**config.mk**
```make
export PLATFORM = sky130hd
export DESIGN_NAME = ard_dma_engine
export DESIGN_NICKNAME = d
export VERILOG_FILES = /design/src/rtl/ard_pkg.sv /design/src/rtl/ard_gen_channel.sv /design/src/rtl/ard_dma_engine.sv
export SDC_FILE = /design/constraint.sdc
export NUM_CORES = 1
export LEC_CHECK = 0
export BUFFER_PORTS_ARGS = -buffer_cell sky130_fd_sc_hd__buf_2
export CAP_MARGIN = 20
export CORE_MARGIN = 2
export CORE_UTILIZATION = 33
export DETAILED_ROUTE_END_ITERATION = 16
export GPL_TIMING_DRIVEN = 0
export HOLD_SLACK_MARGIN = 0.08
export PLACE_DENSITY_LB_ADDON = 0.2
export RECOVER_POWER = 25
export SETUP_SLACK_MARGIN = 0.4
export SYNTH_ARGS = -nofsm -noshare
export SYNTH_HDL_FRONTEND = slang
export SYNTH_SLANG_ARGS = --single-unit
```
**constraint.sdc**
```tcl
create_clock -name pclk -period 2.2 [get_ports pclk]
set_input_delay 0.44 -clock pclk [delete_from_list [all_inputs] [get_ports pclk]]
set_output_delay 0.44 -clock pclk [all_outputs]
set_load 0.03 [all_outputs]
```
**src/rtl/ard_pkg.sv**
```systemverilog
// register indices, field positions and reset values for the adc register dma engine
package ard_pkg;
	// register indices; byte address is four times the index
	localparam logic [11:0] IDX_CH_A       = 12'hFB0; // general channel a, five registers
	localparam logic [11:0] IDX_CH_B       = 12'hFB8; // general channel b, five registers
	localparam logic [11:0] IDX_ADC_CTL    = 12'hF70; // adc control
	localparam logic [11:0] IDX_DEST_BASE  = 12'hFBD; // adc_dest_base_addr
	localparam logic [11:0] IDX_ADC_DMA    = 12'hFBE; // adc dma control
	localparam logic [11:0] IDX_STATUS     = 12'hFBF; // read-only status
	// general channel register selects within its group
	localparam logic [2:0]  CH_IO          = 3'h0;
	localparam logic [2:0]  CH_HIGH        = 3'h1;
	localparam logic [2:0]  CH_START       = 3'h2;
	localparam logic [2:0]  CH_END         = 3'h3;
	localparam logic [2:0]  CH_CTL         = 3'h4;
	// general channel control fields
	localparam int          CTL_EN         = 0;
	localparam int          CTL_LOOP       = 1;
	localparam int          CTL_DIR        = 2;
	localparam int          CTL_IE         = 3;
	localparam int          CTL_WORD       = 4;
	localparam int          CTL_TRIG_LSB   = 5;
	localparam logic [3:0]  PERIPH_NIBBLE  = 4'hF;
	// adc control fields
	localparam int          ADC_START      = 7;
	localparam int          ADC_REF        = 5;
	localparam int          ADC_CONTINUOUS_CONVERSION       = 4;
	// adc dma control fields
	localparam int          DMA_EN         = 7;
	localparam int          DMA_IE         = 6;
	localparam logic [3:0]  INPUT_MAX      = 4'hB;
	// conversion timing in system clock cycles
	localparam int          CONV_SINGLE    = 5129;
	localparam int          CONV_CONTINUOUS_CONVERSION      = 256;
	// reset values
	localparam logic [7:0]  RST_BYTE       = 8'h00;
	localparam logic [3:0]  RST_NIBBLE     = 4'h0;
	localparam logic [11:0] RST_ADDR       = 12'h000;
	localparam logic [15:0] RST_WORD       = 16'h0000;
	typedef enum logic [1:0] {OWN_NONE, OWN_ADC, OWN_A, OWN_B} ard_owner_t;
	typedef enum logic [2:0] {A_IDLE, A_REQ, A_HI, A_LO, A_REL} ard_adc_st_t;
	typedef enum logic [2:0] {G_IDLE, G_REQ, G_RD, G_CAP, G_WR} ard_gen_st_t;
endpackage : ard_pkg

```
**src/rtl/ard_gen_channel.sv**
```systemverilog
// one general transfer channel between a peripheral register and register-file ram
`timescale 1ns/1ps
`default_nettype none
module ard_gen_channel
	import ard_pkg::*;
(
	input  wire logic        pclk,      // system clock
	input  wire logic        presetn,   // async reset, active low
	input  wire logic        reg_we,    // register write strobe
	input  wire logic [2:0]  reg_sel,   // register select in group
	input  wire logic [7:0]  reg_wdata, // register write data
	output logic      [7:0]  reg_rdata, // register read data
	input  wire logic [7:0]  trig,      // request trigger sources
	output logic             bus_req,   // system bus wanted
	input  wire logic        bus_gnt,   // system bus granted to us
	output logic      [11:0] mem_addr,  // bus address
	output logic      [7:0]  mem_wdata, // bus write data
	output logic             mem_we,    // bus write strobe
	output logic             mem_re,    // bus read strobe
	input  wire logic [7:0]  mem_rdata, // read data, one cycle after mem_re
	output logic             irq        // end-of-block pulse
);
	logic [7:0]  io_q, high_q, start_q, end_q, ctl_q, data_q;
	logic [11:0] cur_q;
	logic        second_q, irq_q;
	ard_gen_st_t st_q;

	//////////////////////////////////////////////////////////////////////////////
	wire [11:0] periph_addr = {PERIPH_NIBBLE, io_q + {7'h00, second_q}};
	wire [11:0] start_addr  = {high_q[3:0], start_q};
	wire [11:0] end_addr    = {high_q[7:4], end_q};
	wire        to_periph   = ctl_q[CTL_DIR];
	wire        at_end      = cur_q == end_addr;
	wire        fire        = ctl_q[CTL_EN] && trig[ctl_q[CTL_TRIG_LSB +: 3]];
	wire        last_byte   = at_end || !ctl_q[CTL_WORD] || second_q;
	wire        hw_disable  = st_q == G_WR && at_end && !ctl_q[CTL_LOOP];
	wire [11:0] src_addr    = to_periph ? cur_q : periph_addr;
	wire [11:0] dst_addr    = to_periph ? periph_addr : cur_q;

	assign bus_req   = st_q != G_IDLE;
	assign mem_re    = st_q == G_RD;
	assign mem_we    = st_q == G_WR;
	assign mem_addr  = mem_we ? dst_addr : src_addr;
	assign mem_wdata = data_q;
	assign irq       = irq_q;
	assign reg_rdata = reg_sel == CH_IO    ? io_q :
	                   reg_sel == CH_HIGH  ? high_q :
	                   reg_sel == CH_START ? cur_q[7:0] :
	                   reg_sel == CH_END   ? end_q : ctl_q;

	//////////////////////////////////////////////////////////////////////////////
	always_ff @(posedge pclk or negedge presetn)
	begin
		if (!presetn)
		begin
			io_q <= RST_BYTE;
			high_q <= RST_BYTE;
			start_q <= RST_BYTE;
			end_q <= RST_BYTE;
		end
		else if (reg_we)
		begin
			if (reg_sel == CH_IO) io_q <= reg_wdata;
			if (reg_sel == CH_HIGH) high_q <= reg_wdata;
			if (reg_sel == CH_START) start_q <= reg_wdata;
			if (reg_sel == CH_END) end_q <= reg_wdata;
		end
	end

	// a software write of the control register wins over the hardware disable
	always_ff @(posedge pclk or negedge presetn)
	begin
		if (!presetn)
			ctl_q <= RST_BYTE;
		else if (reg_we && reg_sel == CH_CTL)
			ctl_q <= reg_wdata;
		else if (hw_disable)
			ctl_q[CTL_EN] <= 1'b0;
	end

	always_ff @(posedge pclk or negedge presetn)
	begin
		if (!presetn)
		begin
			st_q <= G_IDLE;
			cur_q <= RST_ADDR;
			data_q <= RST_BYTE;
			second_q <= 1'b0;
			irq_q <= 1'b0;
		end
		else
		begin
			irq_q <= 1'b0;
			if (reg_we && reg_sel == CH_START)
				cur_q <= {high_q[3:0], reg_wdata};
			case (st_q)
				G_IDLE: if (fire) st_q <= G_REQ;
				G_REQ: if (bus_gnt) st_q <= G_RD;
				G_RD: st_q <= G_CAP;
				G_CAP:
				begin
					data_q <= mem_rdata;
					st_q <= G_WR;
				end
				G_WR:
				begin
					cur_q <= at_end ? start_addr : cur_q + 12'h001;
					irq_q <= at_end && ctl_q[CTL_IE];
					second_q <= !last_byte;
					st_q <= last_byte ? G_IDLE : G_RD;
				end
				default: st_q <= G_IDLE;
			endcase
		end
	end
endmodule : ard_gen_channel
`default_nettype wire

```
**src/rtl/ard_dma_engine.sv**
```systemverilog
// adc register dma engine: apb registers, adc control, adc and general channels
//
// Overview of operation
// - peripheral address is all-ones nibble over byte
// - start and end addresses from high nibbles
// - control selects loop, direction, irq, size, trigger
// - conversion completion signals the adc transfer channel
// - request bus, wait for cpu acknowledge first
// - write both result bytes, then release bus
// - after highest input, restart on input zero
// - interrupt after highest input when enabled
// - destination is base[7:1], input, zero
// - start bit reads one until conversion completes
// - start during conversion restarts it
// - reference bit zero enables internal reference
// - single conversion completes after 5129 cycles
// - continuous conversion updates every 256 cycles
// - input codes 0 to 11 valid, 11XX reserved
`timescale 1ns/1ps
`default_nettype none
module ard_dma_engine
	import ard_pkg::*;
#(
	parameter int        CONV_SINGLE_CYCLES = CONV_SINGLE, // single conversion length
	parameter int        RESULT_W           = 16            // converter result width
) (
	input  wire logic                pclk,          // system clock, 20 MHz
	input  wire logic                presetn,       // async reset, active low
	input  wire logic                psel,          // apb select
	input  wire logic                penable,       // apb access phase
	input  wire logic                pwrite,        // apb write
	input  wire logic [15:0]         paddr,         // apb byte address
	input  wire logic [31:0]         pwdata,        // apb write data
	output logic      [31:0]         prdata,        // apb read data
	output logic                     pready,        // apb ready
	output logic                     pslverr,       // apb error, unmapped address
	output logic                     bus_req_o,     // system bus request to cpu
	input  wire logic                bus_ack_i,     // cpu acknowledges bus request
	output logic      [11:0]         mem_addr_o,    // register-file address
	output logic      [7:0]          mem_wdata_o,   // register-file write data
	output logic                     mem_we_o,      // register-file write strobe
	output logic                     mem_re_o,      // register-file read strobe
	input  wire logic [7:0]          mem_rdata_i,   // read data, one cycle later
	input  wire logic [7:0]          periph_trig_i, // general channel triggers
	output logic      [1:0]          chan_irq_o,    // general channel irq pulses
	output logic                     adc_irq_o,     // adc transfer irq pulse
	input  wire logic [RESULT_W-1:0] adc_sample_i,  // converter output value
	output logic      [3:0]          adc_input_o,   // analog input being converted
	output logic                     adc_ref_int_o, // internal reference enable
	output logic                     adc_continuous_conversion_o,    // continuous conversion mode
	output logic                     adc_busy_o     // conversion running
);
	localparam logic [12:0] LEN_SINGLE = 13'(CONV_SINGLE_CYCLES - 1);
	localparam logic [12:0] LEN_CONTINUOUS_CONVERSION   = 13'(CONV_CONTINUOUS_CONVERSION - 1);

	logic [7:0]          adc_ctl_q, base_q, dma_ctl_q, rd_mux;
	logic [31:0]         prdata_q;
	logic                start_q, run_q, dma_restart, conv_done;
	logic [12:0]         cnt_q, since_q;
	logic [3:0]          conv_in_q, scan_q, xfer_in_q;
	logic [RESULT_W-1:0] result_q;
	logic                adc_irq_q;
	ard_adc_st_t         ast_q;
	ard_owner_t          own_q;

	//////////////////////////////////////////////////////////////////////////////
	// apb decode; zero wait states, read data captured in the setup phase
	wire [11:0] idx        = paddr[13:2];
	wire        addr_ok    = paddr[15:14] == 2'h0 && paddr[1:0] == 2'h0;
	wire        hit_ctl    = addr_ok && idx == IDX_ADC_CTL;
	wire        hit_base   = addr_ok && idx == IDX_DEST_BASE;
	wire        hit_dma    = addr_ok && idx == IDX_ADC_DMA;
	wire        hit_stat   = addr_ok && idx == IDX_STATUS;
	wire        hit_a      = addr_ok && idx[11:3] == IDX_CH_A[11:3] && idx[2:0] <= CH_CTL;
	wire        hit_b      = addr_ok && idx[11:3] == IDX_CH_B[11:3] && idx[2:0] <= CH_CTL;
	wire        mapped     = hit_ctl || hit_base || hit_dma || hit_stat || hit_a || hit_b;
	wire        setup      = psel && !penable;
	wire        wr_acc     = psel && penable && pwrite && mapped;
	wire        dma_busy   = ast_q != A_IDLE;
	wire [7:0]  status     = {2'h0, dma_busy, run_q, scan_q};
	wire [7:0]  ch_rdata [2];

	assign pready  = 1'b1;
	assign pslverr = psel && penable && !mapped;
	assign prdata  = prdata_q;
	assign rd_mux  = hit_ctl  ? {start_q, adc_ctl_q[6:0]} :
	                 hit_base ? base_q :
	                 hit_dma  ? dma_ctl_q :
	                 hit_stat ? status :
	                 hit_a    ? ch_rdata[0] :
	                 hit_b    ? ch_rdata[1] : RST_BYTE;

	always_ff @(posedge pclk or negedge presetn)
	begin
		if (!presetn)
			prdata_q <= 32'h0000_0000;
		else if (setup)
			prdata_q <= {24'h00_0000, rd_mux};
	end

	always_ff @(posedge pclk or negedge presetn)
	begin
		if (!presetn)
		begin
			adc_ctl_q <= RST_BYTE;
			base_q <= RST_BYTE;
			dma_ctl_q <= RST_BYTE;
		end
		else if (wr_acc)
		begin
			if (hit_ctl) adc_ctl_q <= {1'b0, pwdata[6:0]};
			if (hit_base) base_q <= pwdata[7:0];
			if (hit_dma) dma_ctl_q <= pwdata[7:0];
		end
	end

	//////////////////////////////////////////////////////////////////////////////
	// conversion timing
	wire [3:0]  sel_in     = adc_ctl_q[3:0];
	wire [3:0]  wr_sel     = pwdata[3:0];
	wire        dma_on     = dma_ctl_q[DMA_EN];
	wire [3:0]  last_in    = dma_ctl_q[3:0] > INPUT_MAX ? INPUT_MAX : dma_ctl_q[3:0];
	// next scan input; scan_q only takes it on the restart edge, so the restart reads this
	wire [3:0]  scan_next  = xfer_in_q == last_in ? RST_NIBBLE : xfer_in_q + 4'h1;
	wire        sw_start   = wr_acc && hit_ctl && pwdata[ADC_START] &&
	                         (dma_on || wr_sel <= INPUT_MAX);
	wire [3:0]  next_in    = dma_on ? scan_q : wr_sel;
	wire        continuous_conversion_on    = adc_ctl_q[ADC_CONTINUOUS_CONVERSION];
	wire [12:0] conv_len   = continuous_conversion_on ? LEN_CONTINUOUS_CONVERSION : LEN_SINGLE;
	wire        any_start  = sw_start || dma_restart;

	assign conv_done     = run_q && cnt_q == conv_len && !any_start;
	assign adc_input_o   = conv_in_q;
	assign adc_ref_int_o = !adc_ctl_q[ADC_REF];
	assign adc_continuous_conversion_o    = continuous_conversion_on;
	assign adc_busy_o    = run_q;

	always_ff @(posedge pclk or negedge presetn)
	begin
		if (!presetn)
		begin
			cnt_q <= 13'h0000;
			run_q <= 1'b0;
			start_q <= 1'b0;
			conv_in_q <= RST_NIBBLE;
			result_q <= RESULT_W'(0);
		end
		else if (any_start)
		begin
			cnt_q <= 13'h0000;
			run_q <= 1'b1;
			start_q <= 1'b1;
			conv_in_q <= dma_restart ? scan_next : next_in;
		end
		else if (conv_done)
		begin
			cnt_q <= 13'h0000;
			run_q <= continuous_conversion_on;
			start_q <= 1'b0;
			result_q <= adc_sample_i;
		end
		else if (run_q)
			cnt_q <= cnt_q + 13'h0001;
	end

	//////////////////////////////////////////////////////////////////////////////
	// adc transfer channel
	wire        adc_req    = ast_q == A_REQ || ast_q == A_HI || ast_q == A_LO;
	wire        adc_gnt    = bus_ack_i && own_q == OWN_ADC;
	wire        at_last    = xfer_in_q == last_in;
	wire [11:0] adc_dest   = {base_q[7:1], xfer_in_q, 1'b0};
	wire [11:0] adc_addr   = ast_q == A_LO ? adc_dest | 12'h001 : adc_dest;
	wire [7:0]  adc_byte   = ast_q == A_HI ? 8'(result_q >> 8) : result_q[7:0];

	assign dma_restart = ast_q == A_REL;
	assign adc_irq_o   = adc_irq_q;

	always_ff @(posedge pclk or negedge presetn)
	begin
		if (!presetn)
		begin
			ast_q <= A_IDLE;
			scan_q <= RST_NIBBLE;
			xfer_in_q <= RST_NIBBLE;
			adc_irq_q <= 1'b0;
		end
		else
		begin
			adc_irq_q <= 1'b0;
			if (!dma_on && ast_q == A_IDLE)
				scan_q <= RST_NIBBLE;
			case (ast_q)
				A_IDLE:
				if (conv_done && dma_on)
				begin
					xfer_in_q <= conv_in_q;
					ast_q <= A_REQ;
				end
				A_REQ: if (adc_gnt) ast_q <= A_HI;
				A_HI: ast_q <= A_LO;
				A_LO: ast_q <= A_REL;
				A_REL:
				begin
					scan_q <= scan_next;
					adc_irq_q <= at_last && dma_ctl_q[DMA_IE];
					ast_q <= A_IDLE;
				end
				default: ast_q <= A_IDLE;
			endcase
		end
	end

	//////////////////////////////////////////////////////////////////////////////
	// general channels and system bus ownership
	wire        ch_req   [2];
	wire [11:0] ch_addr  [2];
	wire [7:0]  ch_wdata [2];
	wire        ch_we    [2];
	wire        ch_re    [2];
	wire [1:0]  ch_gnt   = {bus_ack_i && own_q == OWN_B, bus_ack_i && own_q == OWN_A};

	genvar gi;
	generate
		for (gi = 0; gi < 2; gi++)
		begin : g_chan
			ard_gen_channel u_chan (
				.pclk      (pclk),
				.presetn   (presetn),
				.reg_we    (wr_acc && (gi == 0 ? hit_a : hit_b)),
				.reg_sel   (idx[2:0]),
				.reg_wdata (pwdata[7:0]),
				.reg_rdata (ch_rdata[gi]),
				.trig      (periph_trig_i),
				.bus_req   (ch_req[gi]),
				.bus_gnt   (ch_gnt[gi]),
				.mem_addr  (ch_addr[gi]),
				.mem_wdata (ch_wdata[gi]),
				.mem_we    (ch_we[gi]),
				.mem_re    (ch_re[gi]),
				.mem_rdata (mem_rdata_i),
				.irq       (chan_irq_o[gi])
			);
		end
	endgenerate

	// the owner keeps the bus until its own request drops; adc has priority
	wire own_done = (own_q == OWN_ADC && !adc_req) || (own_q == OWN_A && !ch_req[0]) ||
	                (own_q == OWN_B && !ch_req[1]);
	wire is_a     = own_q == OWN_A;
	wire is_b     = own_q == OWN_B;
	wire is_adc   = own_q == OWN_ADC;

	assign bus_req_o   = adc_req || ch_req[0] || ch_req[1];
	assign mem_we_o    = (is_adc && (ast_q == A_HI || ast_q == A_LO)) ||
	                     (is_a && ch_we[0]) || (is_b && ch_we[1]);
	assign mem_re_o    = (is_a && ch_re[0]) || (is_b && ch_re[1]);
	assign mem_addr_o  = is_adc ? adc_addr : is_a ? ch_addr[0] : is_b ? ch_addr[1] : RST_ADDR;
	assign mem_wdata_o = is_adc ? adc_byte : is_a ? ch_wdata[0] : is_b ? ch_wdata[1] : RST_BYTE;

	always_ff @(posedge pclk or negedge presetn)
	begin
		if (!presetn)
			own_q <= OWN_NONE;
		else if (own_q == OWN_NONE || own_done)
			own_q <= adc_req ? OWN_ADC : ch_req[0] ? OWN_A : ch_req[1] ? OWN_B : OWN_NONE;
	end

	//////////////////////////////////////////////////////////////////////////////
	// helper: cycles since the last start or completion
	always_ff @(posedge pclk or negedge presetn)
	begin
		if (!presetn)
			since_q <= 13'h0000;
		else if (any_start || conv_done)
			since_q <= 13'h0000;
		else if (since_q != 13'h1FFF)
			since_q <= since_q + 13'h0001;
	end
endmodule : ard_dma_engine
`default_nettype wire

```
==> run summary, run 1 <==
Number of flops mapped to enable cells by yosys -> 0
Sequential fraction of the synthesis area -> 43.0%
Critical path endpoint -> mem_addr_o[4]
Via-to-Cell Ratio -> 5.49
GRT overflow -> 0
Root Buffer -> clkbuf_16
DIE WIDTH -> 196 um
Core area -> 0.0365 sq mm
Crit path required time -> 1760 ps
Fmax -> 0.330 GHz
Crit Path Class -> reg -> out
CTS Buf Count -> 28
Worst-path clk slew -> 60 ps
Flop2flop setup slack -> 80 ps
Area Overhead vs Synth -> 44.3%
FP Rows -> 70
Vias -> 10900
DIE HEIGHT -> 196 um
Leading cell types in the layout, fill and taps excluded -> 197 x dfrtp_1, 138 x nand2_1, 85 x buf_4
Sw power -> 0.00564 W
Ys async rst share -> 100%
Port buffer count -> 100
Final setup fails -> 40
Final GP Congestion -> 0.955
CTS Sinks -> 210
IO Pins -> 153
Nets -> 1588
Cell accounting for the most synthesized area -> dfrtp_1
Failing checks -> negative setup slack
Reg-to-reg startpoint -> g_chan[0].u_chan.cur_q[7]
Status -> finished, violations left
DRC Markers -> 0
Total iterations of the first detailed-routing run -> 5
Leakage power -> 8.22 nW
Top cell family by delay on the critical path -> buffers and inverters
Remaining antenna violation count -> 0
WP depth -> 8
Share of layout cells above drive strength 1 -> 43.1%
Vias in the first global route -> 10800
Syn. warnings -> 0
Worst-Skew Late Latency -> 580 ps
CP max FO -> 7
RSZ-0062 raised after global routing -> yes
Final core occ -> 48.3%
Critical Path End Type -> output pin
Tmin final -> 3030 ps
Initial antenna violation count -> 2
Crit path launch type -> flip-flop
Setup_tns -> -14400 ps
Syn Area/Cell -> 10.1 sq um
Sequential share of power -> 30.1%
Synth top area share -> 43.0%
Ant. Diodes -> 0
CP arrival -> 2590 ps
Starting Density -> 33.4%
Final period util -> 138%
Clk pwr share -> 32.0%
Primary FF master, synth -> dfrtp_1
Switching share of power -> 36.4%
Mean routed wirelength per cell -> 23.4 um
Hold WS -> 100 ps
Final worst setup slack -> -828 ps
Worst-Margin Slew -> 1430 ps
Largest cells by area after synthesis -> dfrtp_1 43%, mux2_2 9.8%, mux2i_1 5.2%
Critical path buffers and inverters -> 4
Mapped Cells -> 1214
Most common cell after layout, fill and taps aside -> dfrtp_1
Gate power share -> 37.9%
Overall routing resource usage -> 23.7%
First-pass GRT wire length -> 68.3 mm
R2R cell count -> 8
Routed WL -> 46.4 mm
Slew HR -> 4.93%
Worst Setup SP -> g_chan[1].u_chan.st_q[1]
Fillers -> 3358
Synth Cell Area -> 0.0122 sq mm
Largest net degree at the start of global routing -> 114
Max Cap Violations -> 0
Hold Path Class -> in -> reg
Power per cell area -> 878 mW/mm^2
Synth Register Bits -> 210
HP Start -> adc_sample_i[11]
Pint -> 0.00983 W
Pre-CTS setup slack -> -957 ps
Hpwl dp -> 32.1 mm
Die Area -> 0.0386 sq mm
Critical path's largest stage delay -> 500 ps
Iteration-0 DRC count of the detailed router -> 820
Synth cell types -> 73
Max H-tree Level -> 1
Critical path, cell by cell -> clkbuf_8 -> nor3b_4 -> buf_12 -> xnor2_4 -> clkbuf_16 -> o211ai_1 -> a31oi_4 -> buf_6
Slew Limit Fails -> 0
R2R Path End -> g_chan[0].u_chan.cur_q[11]
CTS tree -> done
Maximum vdd drop -> 0.000761 V
Total Power -> 0.0155 W
Fin. Hold Viols -> 0
Maximum clock path buffer count -> 3
Final setup skew -> 22.2 ps
Slowest CP cell -> o211ai_1
## cell families after synthesis
kind of cell	Yosys count	synth area share [%]
buffers and inverters	124	4.75
flip-flops	210	43.0
AO/OA/AOI/OAI	236	13.0
AND/OR/NAND/NOR	386	16.3
adder cells (fa/ha/maj)	8	0.819
other	2	0.0615
XOR/XNOR	61	4.37
multiplexers	187	17.6
## cell type report
type / count / area, sq um / share of cell area (%)
Buffer: 109 / 881 / 5.00
Tap cell: 468 / 586 / 3.32
Inverter: 15 / 57.6 / 0.326
Clock inverter: 14 / 200 / 1.14
Multi-Input combinational cell: 903 / 7830 / 44.4
Sequential cell: 210 / 5270 / 29.9
Timing Repair Buffer: 227 / 1980 / 11.2
Clock buffer: 38 / 818 / 4.64
## Yosys cell counts, types with 7 or more instances
master,number
mux4_2,8
o21ai_0,71
mux2_2,106
nand2b_1,13
nor2_1,37
ha_1,8
nor2b_1,14
nor4_1,14
buf_4,27
nand4_1,22
mux2_4,10
nand3_1,46
nor3b_1,10
mux2i_1,63
a311oi_1,8
a22oi_1,15
inv_1,13
xnor2_1,18
clkbuf_1,72
a21o_1,9
a22o_1,10
a31oi_1,10
dfrtp_1,210
nor3_1,14
and3_1,25
xor2_1,43
a21oi_1,44
and4_1,7
nand2_1,147
a211oi_1,14
## through the flow
step	std cells	instance area [sq um]
after CTS	1943	16600
after global routing	1984	17600
after detailed placement	1806	14000
after global placement	1805	13900
final	1984	17600
after floorplan	1237	12900
## worst min-delay path by stage
| stage | endpoint | slack, ps | depth (start not counted) |
|---|---|---|---|
| 2_1_floorplan | adc_busy_o | 140 | 0 |
| 3_3_place_gp | g_chan[0].u_chan.mem_wdata[3] | 460 | 2 |
| 3_5_place_dp | g_chan[1].u_chan.mem_wdata[6] | 460 | 2 |
| 4_1_cts | result_q[11] | 80 | 2 |
| 5_1_grt | result_q[11] | 90 | 2 |
| 6_report | result_q[11] | 100 | 2 |
## layer usage
layer	track usage (%)	up-vias	part of all wire (%)
li1	-	4968	-
met1	32.0	5455	43
met2	36.5	380	44
met3	5.70	92	8.4
met4	9.76	0	4.1
met5	0	-	0
## sequential cells by signal (all words and copies together), names as in the netlist, 13 cells and up
name and cells:
g_chan.u_chan.io_q 16, cnt_q 13, g_chan.u_chan.high_q 16, g_chan.u_chan.start_q 16
g_chan.u_chan.ctl_q 16, g_chan.u_chan.mem_wdata 16, g_chan.u_chan.end_q 16, g_chan.u_chan.cur_q 24
result_q 16
## power by group through the flow
stage                     sequential (W)  combinational [W]  clock [W]
after floorplan                  0.00465            0.00306          0
after global placement           0.00467            0.00437          0
after detailed placement         0.00468            0.00439          0
after CTS                        0.00462            0.00530    0.00504
after global routing             0.00469            0.00627    0.00523
final                            0.00466            0.00587    0.00495
## repair_timing
item	CTS	global route
setup buffers	59	39
resized for setup	226	192
gates cloned	2	2
endpoints found under the hold margin	128	0
setup endpoints to repair	200	147
hold buffers	24	0
pin swaps	42	55
Power figures use the tool's default switching activity.
==> inputs of run 2 (changes only) <==
--- a/config.mk
+++ b/config.mk
@@ -14,6 +14,7 @@
 export HOLD_SLACK_MARGIN = 0.08
 export PLACE_DENSITY_LB_ADDON = 0.2
 export RECOVER_POWER = 25
+export REMOVE_ABC_BUFFERS = 1
 export SETUP_SLACK_MARGIN = 0.4
 export SYNTH_ARGS = -nofsm -noshare
 export SYNTH_HDL_FRONTEND = slang
==> run 2 against run 1 <==
Net effect:
- the flow still finishes with violations (negative setup slack)
- sequential power is 7.3% higher
- non-clock buffer count is 105 lower
- count of clock-buffer cells in the layout is 2 higher
- maximum frequency is 3.1% higher
- final area is 6.7% lower
- final cell count is 5.5% lower
- first-iteration DRC count is 1.6% lower
- via count is 3.7% lower
- highest routed layer unchanged
==> run summary, run 2 (synthesis results as in run 1) <==
CTS tree -> done
Nets -> 1484
IO Pins -> 153
Total iterations of the first detailed-routing run -> 5
Crit Path Class -> reg -> out
Share of layout cells above drive strength 1 -> 42.7%
Final period util -> 134%
Critical path's largest stage delay -> 430 ps
CP max FO -> 3
Final setup fails -> 90
Maximum vdd drop -> 0.000564 V
Routed WL -> 42.9 mm
Critical Path End Type -> output pin
Top cell family by delay on the critical path -> flip-flops
Setup_tns -> -20900 ps
Most common cell after layout, fill and taps aside -> dfrtp_1
HP Start -> mem_rdata_i[3]
DIE HEIGHT -> 196 um
Status -> finished, violations left
Crit path launch type -> flip-flop
Failing checks -> negative setup slack
Vias -> 10500
Root Buffer -> clkbuf_16
Area Overhead vs Synth -> 34.6%
Worst Setup SP -> g_chan[0].u_chan.st_q[1]
Final GP Congestion -> 0.873
Die Area -> 0.0386 sq mm
Tmin final -> 2940 ps
Multi-input gate area -> 0.00764 sq mm
Max reg flops -> 24
Slew Limit Fails -> 0
Max H-tree Level -> 1
Iteration-0 DRC count of the detailed router -> 807
Overall routing resource usage -> 21.9%
Register area -> 0.00531 sq mm
CTS Buf Count -> 26
Worst-Skew Late Latency -> 560 ps
Slowest CP cell -> dfrtp_2
Remaining antenna violation count -> 0
Hold Path Class -> in -> reg
Starting Density -> 33.4%
Critical path buffers and inverters -> 2
CP arrival -> 2500 ps
DIE WIDTH -> 196 um
Initial antenna violation count -> 0
Largest Register -> g_chan.u_chan.cur_q
GRT overflow -> 0
Non-Filler Instances -> 1874
Core area -> 0.0365 sq mm
Worst-path clk slew -> 60 ps
CTS Sinks -> 210
Vias in the first global route -> 10500
Fmax -> 0.340 GHz
Fillers -> 3388
Fin. Hold Viols -> 0
Max Cap Violations -> 0
Crit path required time -> 1760 ps
Pre-CTS setup slack -> -1700 ps
Final core occ -> 45.0%
Via-to-Cell Ratio -> 5.60
Maximum clock path buffer count -> 3
Worst-Margin Slew -> 1460 ps
Power per cell area -> 891 mW/mm^2
Port buffer count -> 103
Hpwl dp -> 27.3 mm
Placed insts -> 1711
Slew HR -> 2.65%
Leakage power -> 7.52 nW
Leading cell types in the layout, fill and taps excluded -> 169 x dfrtp_1, 140 x nand2_1, 84 x mux2_2
DRC Markers -> 0
Critical path, cell by cell -> nor3b_4 -> buf_6 -> xnor2_4 -> mux2i_1 -> o211ai_1 -> buf_4
Final worst setup slack -> -738 ps
Ant. Diodes -> 0
Mean routed wirelength per cell -> 22.9 um
Largest net degree at the start of global routing -> 91
FP Rows -> 70
Reg-to-reg startpoint -> cnt_q[5]
Final setup skew -> 18.7 ps
RSZ-0062 raised after global routing -> yes
First-pass GRT wire length -> 64.7 mm
run 2: cell count changes in the layout (fill, tap and decap cells not counted), sizes merged, moves of 2 or more:
cell         before  now
clkbuf           98   45
buf             252  224
dlygate4sd3      24    2
bufinv            4    0
clkinv            9    5
nand3            46   48
run 2: worst min-delay path, cell delays in order:
cell and delay (ps):
buf_2 90, nand2_1 40, nand2_1 40
run 2: metal layers:
metal	track usage [%]	wire length (um)
met2	34.0	19500
met5	0	0
met4	5.84	1090
met3	4.83	2970
met1	30.7	19300
run 2: layout make-up:
type	count	area share, %
well taps	468	3.56
repair buffers	231	12.2
multi-input cells	906	46.5
flip-flops and latches	210	32.3
inverters	15	0.396
clock inverters	4	0.190
clock buffers	40	4.89
run 2: worst paths after layout:
| path | end | slack [ps] | cells past startpoint |
|---|---|---|---|
| min in group asynchronous | result_q[10] | 740 | 2 |
| max in group asynchronous | g_chan[0].u_chan.cur_q[4] | -200 | 4 |
| setup / recovery | mem_addr_o[7] | -740 | 6 |
| hold reg to reg | g_chan[1].u_chan.mem_wdata[1] | 470 | 2 |
| setup reg to reg | xfer_in_q[3] | 130 | 6 |
| hold / removal | g_chan[1].u_chan.mem_wdata[3] | 90 | 3 |
run 2: repair_timing:
action,in CTS,in global routing
hold buffers,1,1
resized for setup,303,110
endpoints found under the hold margin,53,1
setup endpoints to repair,209,154
cloned,7,2
pin swaps,64,45
setup buffers,82,26
run 2: power breakdown:
| group | internal, W | total (W) | switching (W) |
|---|---|---|---|
| registers | 0.00430 | 0.00500 | 0.000703 |
| logic | 0.00243 | 0.00541 | 0.00298 |
| clock network | 0.00248 | 0.00423 | 0.00174 |
run 2: stage by stage:
step                      hold WS, ps  cell area [sq um]  total power (W)
after global placement            459              12900          0.00839
after floorplan                   144              11800          0.00713
after CTS                        81.3              15800           0.0143
after global routing             80.8              16400           0.0153
final                            94.7              16400           0.0146
after detailed placement          384              13100          0.00855
==> inputs of run 3 (changes only) <==
==> constraint.sdc (replaced) <==
create_clock -name pclk -period 2.2 [get_ports pclk]
set_input_delay 0.44 -clock pclk [delete_from_list [all_inputs] [get_ports pclk]]
set_output_delay 0.44 -clock pclk [all_outputs]
set_load 0.005 [all_outputs]
==> run 3 against run 2 <==
Net effect:
- sequential share of layout area is 0.58 points lower
- the run still ends with negative setup slack left
- sequential power is 1% lower
- register-to-register slack hardly changed
- first-iteration DRC count is 4.5% higher
- global-route usage hardly changed
- maximum frequency is 1.3% lower
- critical path depth is 1 higher
- wire length is 2.2% higher
- hold slack better by 2.5 ps
- non-clock buffer count is 15 higher
- highest routed layer unchanged
==> run summary, run 3 (synthesis results as in run 1) <==
Final GP Congestion -> 0.873
Remaining antenna violation count -> 0
Sw power -> 0.00486 W
Overall routing resource usage -> 21.9%
Slew HR -> 3.69%
Switching share of power -> 35.1%
Flop2flop setup slack -> 140 ps
Hpwl dp -> 27.3 mm
Tmin final -> 2980 ps
Non-Filler Instances -> 1889
Maximum clock path buffer count -> 3
Root Buffer -> clkbuf_16
Critical Path End Type -> output pin
Iteration-0 DRC count of the detailed router -> 843
CTS Buf Count -> 26
Via-to-Cell Ratio -> 5.68
Gate power share -> 33.5%
First-pass GRT wire length -> 65.0 mm
Placed insts -> 1711
Largest Register -> g_chan.u_chan.cur_q
Ant. Diodes -> 0
R2R Path End -> xfer_in_q[3]
Pint -> 0.00896 W
Core area -> 0.0365 sq mm
Sequential share of power -> 35.7%
Met2 WL -> 19.7 mm
DR top layer -> met4
Failing checks -> negative setup slack
Area after DPL -> 0.0131 sq mm
Total iterations of the first detailed-routing run -> 7
Mean routed wirelength per cell -> 23.2 um
Max reg flops -> 24
Status -> finished, violations left
Clk pwr share -> 30.8%
DRT met1 WL -> 19.5 mm
Final setup skew -> 19.0 ps
HP Start -> mem_rdata_i[3]
Final setup fails -> 89
Critical path, cell by cell -> nor3b_4 -> buf_6 -> xnor2_4 -> buf_4 -> mux2i_2 -> o211ai_1 -> buf_2
End of the worst hold path -> g_chan[1].u_chan.mem_wdata[3]
Nets -> 1499
Starting Density -> 33.4%
Maximum vdd drop -> 0.000578 V
Power per cell area -> 826 mW/mm^2
Max Cap Violations -> 0
CTS tree -> done
Worst-Margin Slew -> 1440 ps
Reg-to-reg startpoint -> cnt_q[6]
Top cell family by delay on the critical path -> buffers and inverters
Port buffer count -> 103
IO Pins -> 153
Fin. Hold Viols -> 0
Slew Limit Fails -> 0
Area Overhead vs Synth -> 37.0%
Hold Path Class -> in -> reg
Leakage power -> 7.73 nW
Total Power -> 0.0138 W
DIE WIDTH -> 196 um
Vias -> 10700
Slowest CP cell -> dfrtp_2
Final core occ -> 45.8%
Routed WL -> 43.8 mm
Pre-CTS setup slack -> -1700 ps
CP arrival -> 2540 ps
Final period util -> 135%
Vias in the first global route -> 10600
Max H-tree Level -> 1
Critical path buffers and inverters -> 3
Share of layout cells above drive strength 1 -> 43.4%
CP max FO -> 3
Most common cell after layout, fill and taps aside -> dfrtp_1
Final worst setup slack -> -778 ps
GRT overflow -> 0
Fmax -> 0.336 GHz
Leading cell types in the layout, fill and taps excluded -> 170 x dfrtp_1, 138 x nand2_1, 95 x buf_2
Worst-Skew Late Latency -> 560 ps
Largest net degree at the start of global routing -> 91
Worst hold path depth -> 3
R2R cell count -> 6
RSZ-0062 raised after global routing -> yes
Crit path launch type -> flip-flop
Crit Path Class -> reg -> out
Crit path required time -> 1760 ps
Routed wl met3 -> 3.45 mm
Critical path's largest stage delay -> 430 ps
CTS Sinks -> 210
DRC Markers -> 0
Initial antenna violation count -> 1
Die Area -> 0.0386 sq mm
Final Instance Area -> 0.0167 sq mm
DIE HEIGHT -> 196 um
FP Rows -> 70
Worst-path clk slew -> 60 ps
-- run 3: how the worst max path moves through the flow --
stage	startpoint	to	slack, ps	depth (start not counted)
6_report	g_chan[0].u_chan.st_q[1]	mem_addr_o[7]	-780	7
5_1_grt	g_chan[0].u_chan.st_q[1]	mem_addr_o[5]	-750	9
4_1_cts	g_chan[0].u_chan.st_q[0]	mem_addr_o[3]	-700	8
3_5_place_dp	paddr[15]	g_chan[0].u_chan.cur_q[8]	-1700	6
3_3_place_gp	presetn	prdata[7]	-3270	1
2_1_floorplan	g_chan[1].u_chan.st_q[1]	mem_addr_o[5]	-710	5
-- run 3: worst register-to-register path, cell delays in order, from the launching register on --
cell and delay [ps]:
dfrtp_2 400, nand4_1 130, nor4b_2 300, a32oi_2 140, buf_4 180, or4_4 470
mux2_4 320
-- run 3: cell type report --
type | instances | area (sq um)
Timing Repair Buffer | 246 | 2080
Clock buffer | 40 | 803
Inverter | 15 | 65.1
Sequential cell | 210 | 5310
Fill cell | 3353 | 19800
Tap cell | 468 | 586
Multi-Input combinational cell | 906 | 7860
Clock inverter | 4 | 31.3
-- run 3: routing by layer --
layer | vias to the layer above | global-route usage [%]
li1 | 4777 | -
met1 | 5431 | 31.2
met2 | 432 | 33.9
met3 | 81 | 4.45
met4 | 0 | 5.86
met5 | - | 0
-- run 3: power by group through the flow --
stage | sequential [W] | combinational [W] | clock, W
6_report | 0.00493 | 0.00464 | 0.00425
3_5_place_dp | 0.00514 | 0.00287 | 0
4_1_cts | 0.00495 | 0.00405 | 0.00432
3_3_place_gp | 0.00517 | 0.00269 | 0
2_1_floorplan | 0.00484 | 0.00175 | 0
5_1_grt | 0.00499 | 0.00501 | 0.00446
-- run 3: metrics by stage --
step	hold slack (ps)	TNS [ps]
2_1_floorplan	144	-24790
3_3_place_gp	459	-910070
3_5_place_dp	384	-172510
4_1_cts	81.3	-9750
5_1_grt	80.8	-56020
6_report	97.2	-20480
-- run 3: repair_timing --
item | 4_1_cts | 5_1_grt
cloned | 8 | 4
hold buffers | 1 | 1
resized for setup | 285 | 153
hold endpoints to repair | 53 | 1
endpoints found under the setup margin | 209 | 167
pin swaps | 69 | 50
setup buffers | 84 | 36
